**src/dsss_rate_consts.svh**
```systemverilog
`ifndef DSSS_RATE_CONSTS_SVH
`define DSSS_RATE_CONSTS_SVH

// ****************************************************************
// Register map
// ****************************************************************
`define RATE_CTRL_ADDR 8'h04
`define RATE_CTRL_RESET 8'h00

// ****************************************************************
// Field positions of the rate control register
// ****************************************************************
`define RATE_CODE_32_BIT 2
`define RATE_DDR_BIT 1
`define RATE_OVS_12X_BIT 0

// ****************************************************************
// Chips per data bit for each mode
// ****************************************************************
`define CHIPS_64 7'h40
`define CHIPS_32 7'h20
`define CHIPS_16 7'h10

`endif

```
**src/dsss_rate_pkg.sv**
```systemverilog
package dsss_rate_pkg;

    // Operating mode after the field dependencies are resolved
    typedef enum logic [2:0] {
        MODE_64     = 3'b001,
        MODE_32     = 3'b010,
        MODE_32_DDR = 3'b100
    } rate_mode_t;

endpackage

```
**src/code_half_split.sv**
```systemverilog
`timescale 1ns/100ps

// Splits the stored 64-chip code into the two 32-chip references
module code_half_split (
    input wire logic [63:0] code_in, // Stored 64-chip code
    output logic [31:0] low_half_out, // Chips 31..0
    output logic [31:0] high_half_out // Chips 63..32
);

    assign low_half_out = code_in[31:0];
    assign high_half_out = code_in[63:32];

endmodule // code_half_split

```
**src/dsss_rate_config.sv**
```systemverilog
`timescale 1ns/100ps
`include "dsss_rate_consts.svh"

// What this block does
// - Code width bit picks 32 or 64 chips
// - Throughput doubles at 32 chips, again DDR
// - Bits per code only with 32-chip codes
// - DDR splits 64-chip code, two bits each
// - 12x oversampling only 32-chip normal rate
module dsss_rate_config
    import dsss_rate_pkg::*;
(
    input wire logic clk_in, // 100 MHz device clock
    input wire logic reset_n_in, // Asynchronous reset, active low
    input wire logic wr_en_in, // Register write strobe from serial decoder
    input wire logic [7:0] addr_in, // Register address
    input wire logic [7:0] wr_data_in, // Register write data
    output logic [7:0] rd_data_out, // Read data for addr_in
    input wire logic [63:0] code_in, // Stored spreading code
    input wire logic corr_hit_in, // Correlator found a code, one cycle
    input wire logic corr_half_in, // High half matched (DDR only)
    input wire logic corr_polarity_in, // Matched code polarity
    output logic code_len_32_out, // 1 = 32-chip codes in use
    output logic [1:0] bits_per_code_out, // Data bits carried by one code
    output logic [6:0] chips_per_bit_out, // Effective chips per data bit
    output logic oversample_12x_out, // 1 = 12x, 0 = 6x sampling
    output logic [31:0] ref_low_out, // First 32-chip reference
    output logic [31:0] ref_high_out, // Second 32-chip reference
    output logic rx_valid_out, // Received data valid, one cycle
    output logic [1:0] rx_data_out, // Received bits, bit 1 first in DDR
    output logic [1:0] rx_count_out // Number of valid bits in rx_data_out
);

    // ****************************************************************
    // Rate control register
    // ****************************************************************
    localparam logic [7:0] CTRL_RESET_WORD = `RATE_CTRL_RESET;

    wire addr_hit = (addr_in == `RATE_CTRL_ADDR);
    wire ctrl_wr = wr_en_in && addr_hit;

    // One flop per field; reserved bits 7:3 are not stored and read back as zero
    logic code_32_reg;
    logic code_32_next;
    logic ddr_req_reg;
    logic ddr_req_next;
    logic ovs_req_reg;
    logic ovs_req_next;

    assign code_32_next = ctrl_wr ? wr_data_in[`RATE_CODE_32_BIT] : code_32_reg;
    assign ddr_req_next = ctrl_wr ? wr_data_in[`RATE_DDR_BIT] : ddr_req_reg;
    assign ovs_req_next = ctrl_wr ? wr_data_in[`RATE_OVS_12X_BIT] : ovs_req_reg;

    always_ff @(posedge clk_in or negedge reset_n_in) begin
        if (!reset_n_in) begin
            code_32_reg <= CTRL_RESET_WORD[`RATE_CODE_32_BIT];
        end else begin
            code_32_reg <= code_32_next;
        end
    end

    always_ff @(posedge clk_in or negedge reset_n_in) begin
        if (!reset_n_in) begin
            ddr_req_reg <= CTRL_RESET_WORD[`RATE_DDR_BIT];
        end else begin
            ddr_req_reg <= ddr_req_next;
        end
    end

    always_ff @(posedge clk_in or negedge reset_n_in) begin
        if (!reset_n_in) begin
            ovs_req_reg <= CTRL_RESET_WORD[`RATE_OVS_12X_BIT];
        end else begin
            ovs_req_reg <= ovs_req_next;
        end
    end

    // Stored fields as the host sees them when reading back
    wire [2:0] ctrl_word = {code_32_reg, ddr_req_reg, ovs_req_reg};

    // ****************************************************************
    // Mode resolution
    // ****************************************************************
    wire code_32 = code_32_reg;
    // Rate bit is meaningless with 64-chip codes, so it is masked here
    wire ddr_eff = code_32 && ddr_req_reg;
    // 12x is honoured only where the correlators can use it; a misplaced
    // request falls back to 6x rather than corrupting DDR reception
    wire ovs_eff = code_32 && !ddr_eff && ovs_req_reg;

    rate_mode_t mode;
    assign mode = !code_32 ? MODE_64 : (ddr_eff ? MODE_32_DDR : MODE_32);

    logic [6:0] chips_sel;
    logic [1:0] bits_sel;

    always_comb begin
        chips_sel = `CHIPS_64;
        bits_sel = 2'h1;
        unique case (mode)
            MODE_64: begin
                chips_sel = `CHIPS_64;
                bits_sel = 2'h1;
            end
            MODE_32: begin
                chips_sel = `CHIPS_32;
                bits_sel = 2'h1;
            end
            MODE_32_DDR: begin
                chips_sel = `CHIPS_16;
                bits_sel = 2'h2;
            end
        endcase
    end

    // ****************************************************************
    // Reference halves
    // ****************************************************************
    logic [31:0] half_low;
    logic [31:0] half_high;

    code_half_split u_split (
        .code_in(code_in),
        .low_half_out(half_low),
        .high_half_out(half_high)
    );

    // ****************************************************************
    // Configuration outputs
    // ****************************************************************
    always_ff @(posedge clk_in or negedge reset_n_in) begin
        if (!reset_n_in) begin
            code_len_32_out <= 1'b0;
        end else begin
            code_len_32_out <= code_32;
        end
    end

    always_ff @(posedge clk_in or negedge reset_n_in) begin
        if (!reset_n_in) begin
            bits_per_code_out <= 2'h1;
        end else begin
            bits_per_code_out <= bits_sel;
        end
    end

    always_ff @(posedge clk_in or negedge reset_n_in) begin
        if (!reset_n_in) begin
            chips_per_bit_out <= `CHIPS_64;
        end else begin
            chips_per_bit_out <= chips_sel;
        end
    end

    always_ff @(posedge clk_in or negedge reset_n_in) begin
        if (!reset_n_in) begin
            oversample_12x_out <= 1'b0;
        end else begin
            oversample_12x_out <= ovs_eff;
        end
    end

    // ****************************************************************
    // Reference outputs
    // ****************************************************************
    // Registered, so the correlators see a new code one clock after it is stored
    always_ff @(posedge clk_in or negedge reset_n_in) begin
        if (!reset_n_in) begin
            ref_low_out <= 32'h0000_0000;
        end else begin
            ref_low_out <= half_low;
        end
    end

    always_ff @(posedge clk_in or negedge reset_n_in) begin
        if (!reset_n_in) begin
            ref_high_out <= 32'h0000_0000;
        end else begin
            ref_high_out <= half_high;
        end
    end

    // ****************************************************************
    // Received code to data bits
    // ****************************************************************
    // In DDR the matched half is the first bit and polarity the second
    wire [1:0] rx_bits_sel = ddr_eff ? {corr_half_in, corr_polarity_in} : {1'b0, corr_polarity_in};
    // Data and count read zero between hits, so no stale bits linger after a code
    wire [1:0] rx_data_next = corr_hit_in ? rx_bits_sel : 2'h0;
    wire [1:0] rx_count_next = corr_hit_in ? bits_sel : 2'h0;

    always_ff @(posedge clk_in or negedge reset_n_in) begin
        if (!reset_n_in) begin
            rx_valid_out <= 1'b0;
        end else begin
            rx_valid_out <= corr_hit_in;
        end
    end

    always_ff @(posedge clk_in or negedge reset_n_in) begin
        if (!reset_n_in) begin
            rx_data_out <= 2'h0;
        end else begin
            rx_data_out <= rx_data_next;
        end
    end

    always_ff @(posedge clk_in or negedge reset_n_in) begin
        if (!reset_n_in) begin
            rx_count_out <= 2'h0;
        end else begin
            rx_count_out <= rx_count_next;
        end
    end

    // ****************************************************************
    // Read data
    // ****************************************************************
    // Registered like every output, so read data trails addr_in by one clock
    wire [7:0] rd_sel = addr_hit ? {5'h00, ctrl_word} : 8'h00;

    always_ff @(posedge clk_in or negedge reset_n_in) begin
        if (!reset_n_in) begin
            rd_data_out <= 8'h00;
        end else begin
            rd_data_out <= rd_sel;
        end
    end

endmodule // dsss_rate_config

```
**config.mk**
```make
export PLATFORM = sky130hd
export DESIGN_NAME = dsss_rate_config
export DESIGN_NICKNAME = d
export VERILOG_FILES = /design/src/dsss_rate_pkg.sv /design/src/code_half_split.sv /design/src/dsss_rate_config.sv
export VERILOG_INCLUDE_DIRS = /design/src
export SDC_FILE = /design/constraint.sdc
export NUM_CORES = 1
export LEC_CHECK = 0
export ABC_AREA = 1
export CORE_MARGIN = 2
export CORE_UTILIZATION = 50
export DETAILED_ROUTE_END_ITERATION = 16
export DONT_BUFFER_PORTS = 1
export HOLD_SLACK_MARGIN = 0.08
export PLACE_DENSITY = 0.69
export REMOVE_ABC_BUFFERS = 1
export SLEW_MARGIN = 20
export SYNTH_ARGS = -nofsm -noshare
export SYNTH_HDL_FRONTEND = slang
export SYNTH_SLANG_ARGS = --single-unit
export TNS_END_PERCENT = 20
```
**constraint.sdc**
```tcl
create_clock -name clk_in -period 2.3 [get_ports clk_in]
set_clock_uncertainty 0.05 [all_clocks]
set_input_delay 0.345 -clock clk_in [delete_from_list [all_inputs] [get_ports clk_in]]
set_output_delay 0.345 -clock clk_in [all_outputs]
set_load 0.01 [all_outputs]
```
Word-level counts from Yosys, hierarchy flattened:

Cells that the tools add are included.

* $add $sub $neg: 0
* multiply operators: 0
* div/mod/pow operators: 0
* magnitude comparators: 0
* equality and inequality tests: 4
* shift-type cells: 0
* mux-type cells: 8
* bitwise gates (word level): 0
* reduce and logical (&&, ||, !) cells: 6

Operators by type and width (count)
* $pmux W7 S3: 1
* $mux W3: 3
* $eq A8 B3 Y1 const B: 1
* $mux W2: 3
* $logic_and A1 B1 Y1: 4
* $pmux W2 S2: 1
* $eq A3 B1 Y1 const B: 1
* $eq A3 B2 Y1 const B: 1
* $eq A3 B3 Y1 const B: 1
* $reduce_or A2 Y1: 1
* $logic_not A1 Y1: 1

* register bits: 91
* latch bits: 0
* bits in writable memories: 0
* memory bits (read-only): 0
* bits of input ports: 86
* output and inout bits: 88
* logic and storage cells: 31
* memories kept: 0

Logic depth before layout (Yosys ltp):

Gate-level depths: netlist of the first run.

* depth in word-level cells: 7
* gate-level depth with buffers: 6
* mapped depth without buffers: 6

Hierarchy:

From an unflattened synthesis of the first run, not the netlist that was laid out.

* cells, all modules: 199
* area total of the unflattened synthesis: 2778.9 um^2

Modules (own cells, without submodules)
* dsss_rate_config: instances 1, cells each 135, area each 2298.5 um^2, sequential area each 2029.4 um^2
* code_half_split: instances 1, cells each 64, area each 480.5 um^2, sequential area each 0.0 um^2

Least setup slack after synthesis of the first run:

OpenSTA, ideal clock, no wires.

* path type: register -> output
* start: register chips_per_bit_out[4]
* end: output chips_per_bit_out[4]
* arrival time: 539 ps
* required time: 1905 ps
* setup slack: 1366 ps
* cell stages (with the launch flop): 2
* path buffers: 1
* cells stage by stage: dfrtp_1 > buf_4

RTL lines
* start, declared: line dsss_rate_config.sv:25 `output logic [6:0] chips_per_bit_out,`
* start signal, assigned: line dsss_rate_config.sv:149 `` chips_per_bit_out <= `CHIPS_64; ``
* start signal, assigned: line dsss_rate_config.sv:151 `chips_per_bit_out <= chips_sel;`

No word-level cell between the ends.

Final worst setup path of the first run:

* start: register bits_per_code_out[0]
* end: output bits_per_code_out[0]

RTL lines
* start, declared: line dsss_rate_config.sv:24 `output logic [1:0] bits_per_code_out,`
* start signal, assigned: line dsss_rate_config.sv:143 `bits_per_code_out <= bits_sel;`

No word-level cell between the ends.

==> results of run 1 <==
## cell type report
class | instances | area [µm²] | share of cell area, %
clock inverter | 5 | 56.30 | 1.739
inverter | 15 | 56.30 | 1.739
timing repair buffer | 69 | 708.2 | 21.88
tap | 52 | 65.06 | 2.010
multi-input combinational | 43 | 190.2 | 5.876
sequential | 81 | 2029 | 62.70
clock buffer | 11 | 131.4 | 4.059
## how the worst min path moves through the flow
stage	from	endpoint	slack, ps	cells after the start
after global routing	wr_data_in[2]	code_32	100	2
after CTS	wr_data_in[2]	code_32	90	2
after floorplan	reset_n_in	chips_per_bit_out[4]	-0.6	0
after detailed placement	reset_n_in	ref_high_out[24]	0.4	0
after global placement	reset_n_in	ref_low_out[16]	0.8	0
final	wr_data_in[2]	code_32	110	2
## placed cells by master, fill, tap and decap left out
master / instances
dfrtp_1: 79
dlygate4sd3_1: 68
inv_1: 13
nand2_1: 12
nor2_1: 10
conb_1: 9
clkbuf_8: 9
nand3_1: 4
nand2_2: 3
nor2_2: 3
inv_2: 2
dfstp_2: 2
clkbuf_1: 2
clkinv_2: 2
nor2_4: 1
nor3_1: 1
clkinv_4: 1
clkinvlp_4: 1
bufinv_16: 1
buf_16: 1
## synthesized netlist by cell type
library cell	instances
buf_4	10
nor2_1	10
nand2_2	3
dfstp_2	2
nor3_1	1
nor2_4	1
nor2_2	3
nand2_1	12
conb_1	1
inv_2	2
nand3_1	4
dfrtp_1	79
inv_1	13
## cell families after synthesis
family / synth area share [%]
buffers and inverters: 5.661
flip-flops: 87.44
other: 0.1616
AND/OR/NAND/NOR: 6.739
## routing by layer
| metal | track usage, % | vias to the layer above | routed length (µm) |
|---|---|---|---|
| met1 | 21.49 | 628 | 1731 |
| met4 | 7.966 | 0 | 63 |
| li1 | - | 554 | - |
| met2 | 39.96 | 88 | 3061 |
| met3 | 7.361 | 6 | 495 |
| met5 | 0 | - | 0 |
## per-stage QoR
| step | instances | area (µm²) | power [mW] | hold slack [ps] | utilization, % |
|---|---|---|---|---|---|
| after global placement | 191 | 2341 | 1.604 | 0.7610 | 53.03 |
| after CTS | 276 | 3237 | 2.683 | 88.96 | 73.33 |
| after global routing | 276 | 3237 | 2.796 | 99.03 | 73.33 |
| after detailed placement | 191 | 2341 | 1.608 | 0.3683 | 53.03 |
| after floorplan | 139 | 2276 | 1.591 | -0.5911 | - |
| final | 276 | 3237 | 2.669 | 114.0 | 73.33 |
## power by group through the flow
stage                     logic [mW]  clock network (mW)  registers [mW]
after floorplan               0.0204                   0            1.57
final                          0.151               0.961            1.56
after CTS                      0.150               0.977            1.56
after global placement        0.0216                   0            1.58
after global routing           0.168                1.07            1.56
after detailed placement      0.0229                   0            1.59
==> impl_metrics.env, run 1 <==
export IMPL_final_layout_size_suffix_gt1_share_pct=11.61
export IMPL_outcome="completed"
export IMPL_static_leak_nw=1.518
export IMPL_die_area_um2=5203
export IMPL_yosys_cell_types_count=13
export IMPL_final_slew_viol_count=0
export IMPL_p_sw_share_pct=22.13
export IMPL_core_area_um2=4414
export IMPL_worst_r2r_endpoint="rx_data_out[1]"
export IMPL_worst_r2r_startpoint="ddr_req_reg"
export IMPL_synthDominantAreaCellType="dfrtp_1"
export IMPL_synth_sequential_area_ratio_pct=87.44
export IMPL_hold_path_class="primary input to flop"
export IMPL_cts_path_max_buffers=2
export IMPL_die_w_um=72.13
export IMPL_groute_usage_overall_pct=21.30
export IMPL_yosysTopAreaCellShare_pct=85.18
export IMPL_critical_path_endpoint_type="output pin"
export IMPL_initialDrtViolationCount=92
export IMPL_worst_endpoint_required_ps=1900
export IMPL_syn2layout_area_growth_pct=39.46
export IMPL_tritoncts="yes"
export IMPL_postRouteWirelength_um=5352
export IMPL_port_buffers=0
export IMPL_place_ws_ps=1345
export IMPL_unrepaired_setup_endpoints_after_global_routing="false"
export IMPL_cts_hold_buffers_added=69
export IMPL_row_count=24
export IMPL_intPower_mw=2.078
export IMPL_avgSynthCellArea_um2=16.46
export IMPL_wl_per_cell_um=19.39
export IMPL_slack_of_the_worst_reg_to_reg_path_ps=1440
export IMPL_power_clock_fraction_pct=36.0
export IMPL_first_global_vias=1422
export IMPL_floorplan_die_height_um=72.13
export IMPL_drv_cap=0
export IMPL_globalRouteOverflowTotal=0
export IMPL_first_pass_iters=4
export IMPL_antenna_found_initial=0
export IMPL_avgViaCountPerCell=4.623
export IMPL_critical_path_depth=0
export IMPL_clock_tree_root_cell="clkbuf_8"
export IMPL_max_freq_mhz=783.6
export IMPL_cts_inserted_buffers=9
export IMPL_synth_area_top_cells="dfrtp_1, buf_4, dfstp_2"
export IMPL_comb_power_share_pct=5.7
export IMPL_floorplan_initialDensity_pct=52.58
export IMPL_pin_count_of_the_biggest_net_entering_global_routing=82
export IMPL_netSwitchingPower_mw=0.5908
export IMPL_fillCellCount=282
export IMPL_power_frac_seq_pct=58.3
export IMPL_postCtsSetupRepairBufs=0
export IMPL_boundaryPins=174
export IMPL_power_density_nw_per_um2=824.7
export IMPL_setup_viol=0
export IMPL_clk_transition_reported_paths_ps=70
export IMPL_hpwl_um=3233
export IMPL_timing_setup_tns_ps=0
export IMPL_path_max_fanout=1
export IMPL_reg2regPathDepth=4
export IMPL_ys_ff_latch=81
export IMPL_worstSetupPathType="flop to output pin"
export IMPL_crit_path_launch="bits_per_code_out[0]"
export IMPL_irDropWorstVdd_v=0.0004241
export IMPL_htreeDepth=3
export IMPL_route_antenna_remaining_nets=0
export IMPL_largest_registers="ref_high_out: 32 flops, ref_low_out: 32 flops"
export IMPL_final_net_count=305
export IMPL_postSynthCellCount=141
export IMPL_grt_pass1_wl_um=7803
export IMPL_yosysWarningCount=0
export IMPL_syn_cell_area_um2=2321
export IMPL_period_minus_slack_ps=1276
export IMPL_vias=1276
export IMPL_drc=0
export IMPL_ctsResizeCount=0
export IMPL_launching_element_type_of_the_critical_path="flop"
export IMPL_finalCritPeriodShare_pct=55.48
export IMPL_number_of_hold_violations_in_the_final_report=0
export IMPL_clkSinkCount=81
export IMPL_clk_insertion_delay_late_ps=320
export IMPL_n_antenna_cell=0
export IMPL_cp_arrival_ps=880
export IMPL_critical_path_endpoint="bits_per_code_out[0]"
export IMPL_crit_path_setup_slack_layout_ps=1024
export IMPL_gp_weighted_congestion=0.6688
Note: power is estimated with default switching activity, not from simulation.
==> run 2, diff against run 1 <==
- clock period: 2.3 -> 1.33 ns (I/O delays scaled with it)
==> impl_metrics.env, run 2 (same netlist as run 1, synthesis figures left out) <==
export IMPL_static_leak_nw=1.534
export IMPL_setup_viol=0
export IMPL_final_slew_viol_count=0
export IMPL_core_area_um2=4414
export IMPL_cts_inserted_buffers=9
export IMPL_global_route_peak_usage_layer="met2"
export IMPL_globalRouteOverflowTotal=0
export IMPL_reg2regPathDepth=4
export IMPL_die_w_um=72.13
export IMPL_syn2layout_area_growth_pct=41.56
export IMPL_initialDrtViolationCount=96
export IMPL_hpwl_um=3214
export IMPL_layout_cells_most_common="dfrtp_1"
export IMPL_worst_path_max_delay_cell="dlygate4sd3_1"
export IMPL_floorplan_initialDensity_pct=52.58
export IMPL_cts_path_max_buffers=2
export IMPL_clk_insertion_delay_late_ps=320
export IMPL_groute_usage_overall_pct=21.60
export IMPL_tritoncts="yes"
export IMPL_power_density_nw_per_um2=1402
export IMPL_hold_path_class="primary input to asynchronous set/reset pin"
export IMPL_cp_top_family="buffers and inverters"
export IMPL_violated_checks="negative hold slack"
export IMPL_port_buffers=0
export IMPL_die_area_um2=5203
export IMPL_pin_count_of_the_biggest_net_entering_global_routing=82
export IMPL_route_antenna_remaining_nets=0
export IMPL_outcome="finished with violations"
export IMPL_htreeDepth=3
export IMPL_drv_cap=0
export IMPL_ctsResizeCount=0
export IMPL_grt_pass1_wl_um=7928
export IMPL_clock_tree_root_cell="clkbuf_8"
export IMPL_vias=1305
export IMPL_unrepaired_setup_endpoints_after_global_routing="false"
export IMPL_period_minus_slack_ps=1260
export IMPL_row_count=24
export IMPL_final_net_count=311
export IMPL_global_route_met2_usage_pct=39.65
export IMPL_most_common_layout_cells="dfrtp_1, dlygate4sd3_1, inv_1"
export IMPL_first_global_vias=1462
export IMPL_first_pass_iters=4
export IMPL_antenna_found_initial=0
export IMPL_worstSetupPathType="primary input to flop"
export IMPL_clkSinkCount=81
export IMPL_cts_hold_buffers_added=75
export IMPL_final_layout_size_suffix_gt1_share_pct=11.35
export IMPL_worst_endpoint_required_ps=1490
export IMPL_timing_setup_tns_ps=0
export IMPL_gp_weighted_congestion=0.6691
export IMPL_avgViaCountPerCell=4.644
export IMPL_timing_critical_path_cells="dlygate4sd3_1, nand3_1, dlygate4sd3_1, nand2_1"
export IMPL_fillCellCount=271
export IMPL_slowest_delay_ps=540
export IMPL_postCtsSetupRepairBufs=0
export IMPL_cp_num_buf_inv=2
export IMPL_crit_top_cell="dlygate4sd3_1"
export IMPL_launching_element_type_of_the_critical_path="primary input"
export IMPL_n_antenna_cell=0
export IMPL_max_freq_mhz=793.7
export IMPL_wl_per_cell_um=19.18
export IMPL_floorplan_die_height_um=72.13
export IMPL_postRouteWirelength_um=5389
export IMPL_critical_path_endpoint_type="flop"
export IMPL_critical_path_depth=4
export IMPL_cp_arrival_ps=1420
export IMPL_irDropWorstVdd_v=0.0007839
export IMPL_finalCritPeriodShare_pct=94.73
export IMPL_whs_ps=-489.6
export IMPL_clk_transition_reported_paths_ps=80
export IMPL_drc=0
export IMPL_number_of_hold_violations_in_the_final_report=81
export IMPL_met3_usage_pct=6.806
export IMPL_largest_registers="ref_high_out: 32 flops, ref_low_out: 32 flops"
export IMPL_boundaryPins=174
export IMPL_met1_usage_pct=22.46
export IMPL_path_max_fanout=1
[run 2: path summary, 6_finish.rpt]
kind                               start  slack, ps                   end
setup / recovery           wr_data_in[0]         70           ovs_req_reg
hold / removal                reset_n_in       -490       ref_high_out[1]
setup reg to reg             ddr_req_reg        490        rx_data_out[1]
hold reg to reg                  code_32        410       code_len_32_out
max in group asynchronous     reset_n_in       1510  bits_per_code_out[0]
min in group clk_in           addr_in[0]        140               code_32
[run 2: final cells by class]
type,count,area [µm²],share of cell area (%)
Clock inverter,5,56.30,1.714
Sequential cell,81,2029,61.77
Timing Repair Buffer,75,750.7,22.85
Inverter,15,56.30,1.714
Tap cell,52,65.06,1.980
Multi-Input combinational cell,43,190.2,5.788
Clock buffer,10,137.6,4.189
[run 2: worst reg2reg max path, stage by stage, from the launching register on]
cell     delay (ps)
dfrtp_1         430
nand2_2         100
inv_2            80
nand2_1          50
nor2_1           70
[run 2: power breakdown]
| group | leakage [nW] | switching (mW) | internal [mW] |
|---|---|---|---|
| sequential | 0.970 | 0.117 | 2.58 |
| clock | 0.0981 | 0.790 | 0.905 |
| combinational | 0.466 | 0.0684 | 0.150 |
[run 2: routing by layer]
layer | wire length, µm | up-vias | share of wire [%]
li1 | - | 566 | -
met1 | 1745 | 646 | 32
met2 | 3109 | 89 | 58
met3 | 481 | 4 | 8.9
met4 | 53 | 0 | 0.98
met5 | 0 | - | 0
[run 2: through the flow]
step | setup WS (ps) | power, mW | std cells | cell area, µm² | util [%]
3_5_place_dp | 506.9 | 2.781 | 191 | 2341 | 53.03
4_1_cts | 115.5 | 4.628 | 281 | 3286 | 74.43
2_1_floorplan | 560.9 | 2.751 | 139 | 2276 | -
5_1_grt | 41.90 | 4.799 | 281 | 3286 | 74.43
6_report | 70.07 | 4.607 | 281 | 3286 | 74.43
3_3_place_gp | 530.0 | 2.774 | 191 | 2341 | 53.03
